## src/rtl/rxcf_pkg.sv

```systemverilog
package rxcf_pkg;
   // Register indices; byte address is four times the index
   localparam logic [11:0] IDX_REVISION = 12'h500;
   localparam logic [11:0] IDX_SCRATCH = 12'h501;
   localparam logic [11:0] IDX_IDENT0 = 12'h502;
   localparam logic [11:0] IDX_IDENT1 = 12'h503;
   localparam logic [11:0] IDX_IDENT2 = 12'h504;
   localparam logic [11:0] IDX_SIZE_LIMIT = 12'h506;
   localparam logic [11:0] IDX_FCS_FWD = 12'h507;
   localparam logic [11:0] IDX_FAULT_STAT = 12'h508;
   localparam logic [11:0] IDX_LEN_CHECK = 12'h50A;
   localparam logic [11:0] IDX_IRQ_STATUS = 12'h510;
   localparam logic [11:0] IDX_IRQ_MASK = 12'h511;
   localparam logic [11:0] IDX_OVS_CNT_LO = 12'h512;
   localparam logic [11:0] IDX_OVS_CNT_HI = 12'h513;
   localparam logic [11:0] IDX_GOOD_OCT_LO = 12'h514;
   localparam logic [11:0] IDX_GOOD_OCT_HI = 12'h515;
   localparam int ADDR_W = 14;

   localparam logic [31:0] SCRATCH_RST = 32'h0000_0000;
   localparam logic [15:0] SIZE_LIMIT_RST = 16'h2580;
   localparam logic FCS_FWD_RST = 1'b0;
   localparam logic LEN_CHECK_RST = 1'b1;
   // Arbitrary neutral identity values
   localparam logic [31:0] REVISION_DEF = 32'h0001_0000;
   localparam logic [31:0] IDENT0_DEF = 32'h7278_6366;
   localparam logic [31:0] IDENT1_DEF = 32'h6752_6567;
   localparam logic [31:0] IDENT2_DEF = 32'h7320_2020;

   // Error flag bit positions
   localparam int ERR_FCS_BIT = 1;
   localparam int ERR_OVERSIZE_BIT = 3;
   localparam int ERR_LENGTH_BIT = 4;
   localparam int ERR_W = 5;
   // Interrupt status bit positions
   localparam int IRQ_OVERSIZE = 0;
   localparam int IRQ_FCS = 1;
   localparam int IRQ_LENGTH = 2;
   localparam int IRQ_W = 3;

   localparam logic [15:0] ETYPE_MIN = 16'h0600;
   localparam logic [15:0] FCS_BYTES = 16'h0004;
   localparam logic [15:0] HDR_BYTES = 16'h000E;
   localparam logic [15:0] MIN_PAYLOAD = 16'h002E;

   typedef struct packed {
      logic valid;
      logic [15:0] frame_len;
      logic [15:0] len_type;
      logic fcs_ok;
   } rxcf_frame_s;

   typedef struct packed {
      logic valid;
      logic strip_fcs;
      logic [ERR_W-1:0] error;
   } rxcf_result_s;
endpackage

```

## src/rtl/rxcf_regs.sv

```systemverilog
// Summary of operation
// - 32-bit scratch register, read/write, no effect, resets to zero.
// - Three read-only words return identifier string, four characters each.
// - Count frames longer than 16-bit limit in 64-bit counter; limit 9600.
// - Oversize frame raises error bit 3, excluded from good octets count.
// - Forwarding bit, reset 0: 0 strips FCS, 1 passes it to client.
// - FCS always checked and mismatches flagged, stripped or forwarded.
// - Length check enable, reset 1, raises error bit 4 on length mismatch.
// - Fault status register at 0x508 exists only with fault generation.
//
// Chosen here: the APB register port.
module rxcf_regs import rxcf_pkg::*; #(
   parameter bit STATS_EN = 1'b1,
   parameter bit FAULT_EN = 1'b0,
   parameter logic [31:0] REVISION = REVISION_DEF,
   parameter logic [31:0] IDENT0 = IDENT0_DEF,
   parameter logic [31:0] IDENT1 = IDENT1_DEF,
   parameter logic [31:0] IDENT2 = IDENT2_DEF
) (
   input wire logic I_CLK,
   input wire logic I_RST,
   input wire logic I_PSEL,
   input wire logic I_PENABLE,
   input wire logic I_PWRITE,
   input wire logic [ADDR_W-1:0] I_PADDR,
   input wire logic [31:0] I_PWDATA,
   input wire logic [3:0] I_PSTRB,
   output logic [31:0] O_PRDATA,
   output logic O_PREADY,
   output logic O_PSLVERR,
   input wire rxcf_frame_s I_FRAME,
   input wire logic [1:0] I_FAULT_STATUS,
   output rxcf_result_s O_RESULT,
   output logic O_IRQ
);
   logic [31:0] scratch_reg;
   logic [15:0] size_limit_reg;
   logic fcs_fwd_reg;
   logic len_check_reg;
   logic [IRQ_W-1:0] irq_status_reg;
   logic [IRQ_W-1:0] irq_mask_reg;
   logic [63:0] ovs_cnt_reg;
   logic [63:0] good_oct_reg;
   logic [31:0] prdata_reg;
   logic pready_reg;
   logic pslverr_reg;
   rxcf_result_s result_reg;
   logic irq_reg;

   logic setup;
   logic [11:0] idx;
   logic aligned;
   logic wr;
   logic mapped;
   logic [31:0] rd_next;
   logic [31:0] wmask;
   logic oversize;
   logic is_length;
   logic [15:0] payload;
   logic len_bad;
   logic [ERR_W-1:0] err_next;
   logic [IRQ_W-1:0] ev;

   // No wait state: answer in the access phase's first cycle
   assign setup = I_PSEL && !I_PENABLE;
   assign idx = I_PADDR[ADDR_W-1:2];
   assign aligned = (I_PADDR[1:0] == 2'h0);
   assign wr = setup && I_PWRITE && aligned;

   generate
      for (genvar b = 0; b < 4; b++) begin : g_strb
         assign wmask[8*b +: 8] = {8{I_PSTRB[b]}};
      end
   endgenerate

   always_comb begin
      rd_next = 32'h0000_0000;
      mapped = aligned;
      unique case (idx)
         IDX_REVISION: rd_next = REVISION;
         IDX_SCRATCH: rd_next = scratch_reg;
         IDX_IDENT0: rd_next = IDENT0;
         IDX_IDENT1: rd_next = IDENT1;
         IDX_IDENT2: rd_next = IDENT2;
         IDX_SIZE_LIMIT: rd_next = {16'h0000, size_limit_reg};
         IDX_FCS_FWD: rd_next = {31'h0, fcs_fwd_reg};
         IDX_FAULT_STAT: begin
            mapped = aligned && FAULT_EN;
            rd_next = FAULT_EN ? {30'h0, I_FAULT_STATUS} : 32'h0;
         end
         IDX_LEN_CHECK: rd_next = {31'h0, len_check_reg};
         IDX_IRQ_STATUS: rd_next = {29'h0, irq_status_reg};
         IDX_IRQ_MASK: rd_next = {29'h0, irq_mask_reg};
         IDX_OVS_CNT_LO: rd_next = ovs_cnt_reg[31:0];
         IDX_OVS_CNT_HI: rd_next = ovs_cnt_reg[63:32];
         IDX_GOOD_OCT_LO: rd_next = good_oct_reg[31:0];
         IDX_GOOD_OCT_HI: rd_next = good_oct_reg[63:32];
         default: mapped = 1'b0;
      endcase
   end

   always_ff @(posedge I_CLK or posedge I_RST) begin
      if (I_RST) begin
         pready_reg <= 1'b0;
         pslverr_reg <= 1'b0;
         prdata_reg <= 32'h0000_0000;
      end else begin
         pready_reg <= setup;
         pslverr_reg <= setup && !mapped;
         if (setup && !I_PWRITE && mapped) begin
            prdata_reg <= rd_next;
         end else if (setup) begin
            prdata_reg <= 32'h0000_0000;
         end
      end
   end

   always_ff @(posedge I_CLK or posedge I_RST) begin
      if (I_RST) begin
         scratch_reg <= SCRATCH_RST;
         size_limit_reg <= SIZE_LIMIT_RST;
         fcs_fwd_reg <= FCS_FWD_RST;
         len_check_reg <= LEN_CHECK_RST;
         irq_mask_reg <= '0;
      end else if (wr) begin
         unique case (idx)
            IDX_SCRATCH:
               scratch_reg <= (scratch_reg & ~wmask) |
                  (I_PWDATA & wmask);
            IDX_SIZE_LIMIT:
               size_limit_reg <= (size_limit_reg & ~wmask[15:0]) |
                  (I_PWDATA[15:0] & wmask[15:0]);
            IDX_FCS_FWD:
               if (I_PSTRB[0]) begin
                  fcs_fwd_reg <= I_PWDATA[0];
               end
            IDX_LEN_CHECK:
               if (I_PSTRB[0]) begin
                  len_check_reg <= I_PWDATA[0];
               end
            IDX_IRQ_MASK:
               if (I_PSTRB[0]) begin
                  irq_mask_reg <= I_PWDATA[IRQ_W-1:0];
               end
            default: ;
         endcase
      end
   end

   // Frame checks
   assign oversize = I_FRAME.frame_len > size_limit_reg;
   assign is_length = I_FRAME.len_type < ETYPE_MIN;
   assign payload = I_FRAME.frame_len - HDR_BYTES - FCS_BYTES;
   // Short frames carry padding, so a length below 46 must match a 46-byte payload
   assign len_bad = len_check_reg && is_length &&
      ((I_FRAME.len_type < MIN_PAYLOAD) ?
         (payload != MIN_PAYLOAD) : (payload != I_FRAME.len_type));

   always_comb begin
      err_next = '0;
      err_next[ERR_OVERSIZE_BIT] = oversize;
      err_next[ERR_FCS_BIT] = !I_FRAME.fcs_ok;
      err_next[ERR_LENGTH_BIT] = len_bad;
   end

   always_ff @(posedge I_CLK or posedge I_RST) begin
      if (I_RST) begin
         result_reg <= '0;
      end else begin
         result_reg.valid <= I_FRAME.valid;
         result_reg.strip_fcs <= !fcs_fwd_reg;
         result_reg.error <= I_FRAME.valid ? err_next : '0;
      end
   end

   // Statistics
   always_ff @(posedge I_CLK or posedge I_RST) begin
      if (I_RST) begin
         ovs_cnt_reg <= '0;
         good_oct_reg <= '0;
      end else if (STATS_EN && I_FRAME.valid) begin
         if (oversize) begin
            ovs_cnt_reg <= ovs_cnt_reg + 64'h1;
         end
         if (err_next == '0) begin
            good_oct_reg <= good_oct_reg + {48'h0, I_FRAME.frame_len};
         end
      end
   end

   // Interrupts: set wins over write-one-to-clear
   always_comb begin
      ev = '0;
      ev[IRQ_OVERSIZE] = I_FRAME.valid && oversize;
      ev[IRQ_FCS] = I_FRAME.valid && !I_FRAME.fcs_ok;
      ev[IRQ_LENGTH] = I_FRAME.valid && len_bad;
   end

   always_ff @(posedge I_CLK or posedge I_RST) begin
      if (I_RST) begin
         irq_status_reg <= '0;
         irq_reg <= 1'b0;
      end else begin
         if (wr && idx == IDX_IRQ_STATUS && I_PSTRB[0]) begin
            irq_status_reg <= (irq_status_reg & ~I_PWDATA[IRQ_W-1:0]) | ev;
         end else begin
            irq_status_reg <= irq_status_reg | ev;
         end
         irq_reg <= |(irq_status_reg & irq_mask_reg);
      end
   end

   assign O_PRDATA = prdata_reg;
   assign O_PREADY = pready_reg;
   assign O_PSLVERR = pslverr_reg;
   assign O_RESULT = result_reg;
   assign O_IRQ = irq_reg;
endmodule

```

## config.mk

```make
export PLATFORM = sky130hd
export DESIGN_NAME = rxcf_regs
export DESIGN_NICKNAME = d
export VERILOG_FILES = /design/src/rtl/rxcf_pkg.sv /design/src/rtl/rxcf_regs.sv
export SDC_FILE = /design/constraint.sdc
export NUM_CORES = 1
export LEC_CHECK = 0
export BUFFER_PORTS_ARGS = -buffer_cell sky130_fd_sc_hd__buf_2
export CAP_MARGIN = 20
export CORE_AREA = 3 3 192 194
export CTS_BUF_LIST = sky130_fd_sc_hd__clkbuf_4 sky130_fd_sc_hd__clkbuf_8
export CTS_CLUSTER_SIZE = 8
export DETAILED_ROUTE_END_ITERATION = 10
export DIE_AREA = 0 0 195 197
export PLACE_DENSITY_LB_ADDON = 0.12
export SKIP_CTS_REPAIR_TIMING = 1
export SLEW_MARGIN = 20
export SYNTH_ARGS = -nofsm -noshare
export SYNTH_HDL_FRONTEND = slang
export SYNTH_SLANG_ARGS = --single-unit
```

## constraint.sdc

```tcl
create_clock -name I_CLK -period 15.5 [get_ports I_CLK]
set_clock_uncertainty 0.15 [all_clocks]
set_input_delay 3.1 -clock I_CLK [delete_from_list [all_inputs] [get_ports I_CLK]]
set_output_delay 3.1 -clock I_CLK [all_outputs]
set_load 0.01 [all_outputs]
```

==> results.sh, run 1 <==
export IMPL_critPathSlowestCell="nor4b_4"
export IMPL_worst_slack_ns=9.071
export IMPL_setup_repair_after_global_routing_missed_its_margin="false"
export IMPL_timing_final_crit_period_ns=6.429
export IMPL_post_route_drc_count=0
export IMPL_total_number_of_h_tree_levels=2
export IMPL_cap_violations=0
export IMPL_kind_of_start_point_of_the_critical_path="input pin"
export IMPL_number_of_global_route_vias_before_repair=9946
export IMPL_timing_worst_slew_pin_value_ns=1.018
export IMPL_cts_clk_slew_worst_paths_ns=0.05
export IMPL_status="finished, final reports clean"
export IMPL_synthDistinctLibCells=68
export IMPL_avgViaCountPerCell=5.477
export IMPL_die_y_um=197
export IMPL_finalNonFillerCells=1829
export IMPL_place_ws_ns=8.503
export IMPL_core_area_mm2=0.03540
export IMPL_grt_overflow_total=0
export IMPL_final_layout_size_suffix_gt1_frac=0.2281
export IMPL_p_per_area_mw_per_mm2=108.1
export IMPL_cp_arrival_ns=6.73
export IMPL_insertedDiodeCount=0
export IMPL_detail_route_first_pass_iterations=6
export IMPL_antenna_left=0
export IMPL_hold_violations=0
export IMPL_worstPathCellList="buf_2 -> inv_1 -> ha_1 -> nor2b_1 -> o21ai_0 -> o311ai_0 -> a2111oi_2 -> o2111ai_1 -> nor4b_4 -> o21ai_4 -> buf_4 -> nor4b_1 -> xor2_1"
export IMPL_fin_area_mm2=0.01434
export IMPL_final_net_count=1464
export IMPL_synth_area_top_cells="dfrtp_1, xor2_1, xnor2_1"
export IMPL_fin_worst_hold_slack_ns=0.3067
export IMPL_port_buffer_count=128
export IMPL_timing_critical_path_slowest_cell_delay_ns=0.44
export IMPL_fin_total_pwr_mw=1.550
export IMPL_synth_warning_count=0
export IMPL_clkSinkCount=224
export IMPL_ctsRootBufferMaster="clkbuf_8"
export IMPL_post_place_cells=1754
export IMPL_power_leakage_nw=6.859
export IMPL_min_path_type="register to register"
export IMPL_synth_seq_cells=224
export IMPL_yosysSeqAreaShare=0.4582
export IMPL_final_period_utilization=0.4148
export IMPL_post_synth_edffs=0
export IMPL_setup_viol_count_final=0
export IMPL_mappedNetlistArea_mm2=0.01225
export IMPL_timing_max_slew_rel_slack=0.3116
export IMPL_grt_max_degree=131
export IMPL_route_final_wire_length_um=40030
export IMPL_synth_largest_area_cell="dfrtp_1"
export IMPL_crit_path_end_kind="register"
export IMPL_area_growth_pct=17.04
export IMPL_synth_top_area_share=0.4474
export IMPL_placed_cell_area_mm2=0.01344
export IMPL_clock_buffers_created_by_tritoncts=43
export IMPL_gpl_final_weighted_congestion=0.8403
export IMPL_synthFlopType="dfrtp_1"
export IMPL_starting_utilization_of_the_core_area=0.3460
export IMPL_report_final_slew_viol_count=0
export IMPL_cp_class="input pin to register"
export IMPL_dpl_hpwl_um=28480
export IMPL_worst_skew_pair_late_latency_ns=0.55
export IMPL_finalSetupTns_ns=0
export IMPL_floorplan_die_area_mm2=0.03842
export IMPL_ys_async_sr_fraction=1.000
export IMPL_die_width_um=195
export IMPL_top_level_ports=133
export IMPL_worstPathRequired_ns=15.80
export IMPL_critical_path_peak_fanout=31
export IMPL_placementRows=69
export IMPL_vias=10018
export IMPL_post_synth_cell_area_avg_um2=10.19
export IMPL_layout_commonest_cell="dfrtp_1"
export IMPL_route_detailed_wl_per_inst_um=21.88
export IMPL_drt_first_iter_violations=808
export IMPL_tritoncts="built"
export IMPL_peakVddDrop_v=0.00006059
export IMPL_final_cell_mix="dfrtp_1, buf_2, nand2_1"
export IMPL_synthCells=1202
export IMPL_grt_first_pass_wirelength_um=61800
export IMPL_layout_core_utilization=0.4050
export IMPL_clock_path_buffers=3
export IMPL_max_freq_mhz=155.5
export IMPL_globalRouteTotalUtil=0.2067
export IMPL_antenna_found_initial=0
==> cell type report <==
| cell class | count | area, um2 |
|---|---|---|
| clock buffers | 71 | 870.8 |
| clock inverters | 4 | 27.53 |
| fillers | 3581 | 21060 |
| inverters | 49 | 191.4 |
| multi-input cells | 874 | 6281 |
| flip-flops and latches | 224 | 5612 |
| well taps | 461 | 576.8 |
| repair buffers | 146 | 775.7 |
==> worst paths after layout <==
kind / start / endpoint / slack, ns / cells past startpoint
worst max-delay path: I_FRAME[18] / good_oct_reg[55] / 9.07 / 13
worst min-delay path: fcs_fwd_reg / O_RESULT[5] / 0.31 / 1
worst max register to register: register / ovs_cnt_reg[54] / 11.23 / 10
worst min register to register: fcs_fwd_reg / O_RESULT[5] / 0.31 / 1
max in group asynchronous: I_RST / ovs_cnt_reg[32] / 11.27 / 3
min in group asynchronous: I_RST / O_PREADY / 2.57 / 2
==> layer usage <==
layer  track usage  part of all wire  vias up
li1              -                 -     4688
met1        0.3174              0.49     4995
met2        0.3105              0.43      298
met3       0.03248             0.062       37
met4       0.03935             0.013        0
met5             0                 0        -
==> power breakdown <==
group / total (mW) / leakage [nW] / switching [mW] / internal [mW]
Sequential: 0.657 / 2.95 / 0.0406 / 0.617
Clock: 0.612 / 0.471 / 0.259 / 0.352
Combinational: 0.281 / 3.44 / 0.170 / 0.111
==> cells in the mapped netlist, types with 3 or more instances <==
library cell and number:
nand2_1 107, nor2_1 51, a222oi_1 31, or3_1 6, nor4_1 15, a31oi_1 4, or2_2 4, clkbuf_1 49
and4_1 9, nor4b_1 8, a21o_1 8, a221oi_1 6, nor4_2 16, and2_1 9, and3_1 29, mux2_2 49
ha_1 34, xnor2_1 66, nand3_1 68, inv_1 49, a22oi_1 28, xor2_1 75, nand4_1 17, o21ai_0 54
o211a_1 3, nor2b_1 6, nor3_1 35, a211oi_1 6, a21oi_1 37, a22o_1 32, nand2b_1 7, or4_1 6
o211ai_1 4, nor3b_1 10, buf_4 3, dfstp_2 5, dfrtp_1 219
==> critical path: cells and delay by family <==
kind                       cells  cell delay [ns]
AOI/OAI and AO/OA              5             1.43
and+or+nand+nor                3             1.03
buffers and inverters          3             0.64
adders and majority gates      1             0.28
xor gates and xnor gates       1             0.21
==> cells by family (layout without fill, tap and decap cells) <==
logic type | after synthesis | in the layout | synth area share
compound gates | 232 | 232 | 0.1366
xor+xnor | 141 | 141 | 0.1008
fa+ha+maj | 35 | 35 | 0.03637
buf+inv | 105 | 270 | 0.03381
flops | 224 | 224 | 0.4582
mux | 53 | 53 | 0.05036
other cells | 1 | 2 | 0.0003062
simple gates | 411 | 411 | 0.1836
Note: power is estimated with default switching activity, not from simulation.
==> run 2: changes to the inputs <==
Clock period 15.5 ns to 5.4 ns, I/O delays scaled along.
==> run 2 against run 1 <==
Compared with the run above: worst hold slack lost 0.0060 ns; flip-flop and latch count is the same; worst setup slack lost 8.0 ns; clock power grew to 2.7 times the previous value; count of clock-buffer cells in the layout shrank 4; via count shrank 1.6%; core utilization is the same; critical path depth shrank 1; register-to-register slack lost 9.7 ns; non-clock buffer count grew 5; critical path type unchanged; sequential share of layout area is the same; routed wire length shrank 2.0%.
==> results.sh, run 2 (synthesized netlist as in run 1, its figures left out) <==
export IMPL_status="finished, final reports clean"
export IMPL_power_leakage_nw=6.865
export IMPL_grt_overflow_total=0
export IMPL_timing_critical_path_slowest_cell_delay_ns=0.72
export IMPL_cp_class="input pin to register"
export IMPL_grt_first_pass_wirelength_um=60620
export IMPL_grt_max_degree=77
export IMPL_port_buffer_count=128
export IMPL_kind_of_start_point_of_the_critical_path="input pin"
export IMPL_final_cell_mix="dfrtp_1, buf_2, nand2_1"
export IMPL_final_layout_size_suffix_gt1_frac=0.2269
export IMPL_globalRouteTotalUtil=0.2016
export IMPL_cap_violations=0
export IMPL_place_ws_ns=0.5783
export IMPL_report_final_slew_viol_count=0
export IMPL_route_detailed_wl_per_inst_um=21.47
export IMPL_hold_violations=0
export IMPL_final_period_utilization=0.7961
export IMPL_clock_path_buffers=3
export IMPL_worst_skew_pair_late_latency_ns=0.52
export IMPL_p_per_area_mw_per_mm2=304.0
export IMPL_core_area_mm2=0.03540
export IMPL_clkSinkCount=224
export IMPL_max_freq_mhz=232.6
export IMPL_area_growth_pct=17.04
export IMPL_worst_slack_ns=1.101
export IMPL_critical_path_n_buffers_inverters=3
export IMPL_min_path_type="register to register"
export IMPL_antenna_found_initial=0
export IMPL_setup_viol_count_final=0
export IMPL_antenna_left=0
export IMPL_worst_path_dominant_cell_family="compound AO/OA/AOI/OAI gates"
export IMPL_final_net_count=1466
export IMPL_critical_path_peak_fanout=30
export IMPL_timing_final_crit_period_ns=4.299
export IMPL_critPathSlowestCell="o21ai_4"
export IMPL_number_of_global_route_vias_before_repair=9834
export IMPL_avgViaCountPerCell=5.396
export IMPL_timing_worst_slew_pin_value_ns=1.089
export IMPL_die_width_um=195
export IMPL_finalSetupTns_ns=0
export IMPL_dpl_hpwl_um=28860
export IMPL_worstPathCellList="buf_2 -> inv_1 -> ha_1 -> nor2b_1 -> o21ai_0 -> xnor2_1 -> and3_1 -> o32ai_1 -> nor4b_4 -> o21ai_4 -> buf_4 -> mux2_2"
export IMPL_total_number_of_h_tree_levels=2
export IMPL_clock_buffers_created_by_tritoncts=40
export IMPL_starting_utilization_of_the_core_area=0.3460
export IMPL_vias=9859
export IMPL_tritoncts="built"
export IMPL_worstPathRequired_ns=5.66
export IMPL_detail_route_first_pass_iterations=5
export IMPL_die_y_um=197
export IMPL_post_route_drc_count=0
export IMPL_setup_repair_after_global_routing_missed_its_margin="false"
export IMPL_route_final_wire_length_um=39220
export IMPL_cp_arrival_ns=4.56
export IMPL_peakVddDrop_v=0.0001953
export IMPL_insertedDiodeCount=0
export IMPL_drt_first_iter_violations=748
export IMPL_top_level_ports=133
export IMPL_gpl_final_weighted_congestion=0.8578
export IMPL_timing_max_slew_rel_slack=0.2636
export IMPL_crit_path_end_kind="register"
export IMPL_floorplan_die_area_mm2=0.03842
export IMPL_layout_commonest_cell="dfrtp_1"
export IMPL_ctsRootBufferMaster="clkbuf_8"
export IMPL_placementRows=69
export IMPL_cts_clk_slew_worst_paths_ns=0.06
-- run 2: final cells by class --
type | instances | area, um2
clock buffer | 67 | 822.0
clock inverter | 1 | 5.005
fill | 3596 | 21060
inverter | 49 | 187.7
multi-input combinational | 874 | 6281
sequential | 224 | 5612
tap | 461 | 576.8
timing repair buffer | 151 | 850.8
-- run 2: per-layer routing --
metal | up-vias | global-route usage | share of wire
li1 | 4685 | - | -
met1 | 4883 | 0.3105 | 0.51
met2 | 250 | 0.2946 | 0.42
met3 | 41 | 0.03983 | 0.056
met4 | 0 | 0.04014 | 0.016
met5 | - | 0 | 0
-- run 2: metrics by stage --
| step | utilization | hold slack (ns) | std cells | power [mW] | area (um2) |
|---|---|---|---|---|---|
| after CTS | 0.4050 | 0.3031 | 1827 | 4.405 | 14340 |
| after global placement | 0.3816 | 0.3087 | 1759 | 2.721 | 13510 |
| after global routing | 0.4050 | 0.3202 | 1827 | 4.597 | 14340 |
| final | 0.4050 | 0.3007 | 1827 | 4.357 | 14340 |
| after floorplan | - | 0.2599 | 1203 | 2.435 | 12260 |
| after detailed placement | 0.3816 | 0.2874 | 1759 | 2.731 | 13510 |
-- run 2: worst paths after layout --
check	startpoint	to	slack [ns]	depth (start not counted)
setup reg to reg	good_oct_reg[0]	good_oct_reg[56]	1.55	12
max in group asynchronous	I_RST	async pin	3.53	3
setup / recovery	I_FRAME[18]	good_oct_reg[1]	1.10	12
min in group asynchronous	I_RST	O_PREADY	0.61	2
hold reg to reg	fcs_fwd_reg	O_RESULT[5]	0.30	1
hold / removal	fcs_fwd_reg	O_RESULT[5]	0.30	1
-- run 2: where the power goes --
part | switching, mW | internal (mW) | total [mW]
Sequential | 0.124 | 1.77 | 1.89
Clock | 0.703 | 0.950 | 1.65
Combinational | 0.489 | 0.322 | 0.810
Total | 1.32 | 3.04 | 4.36
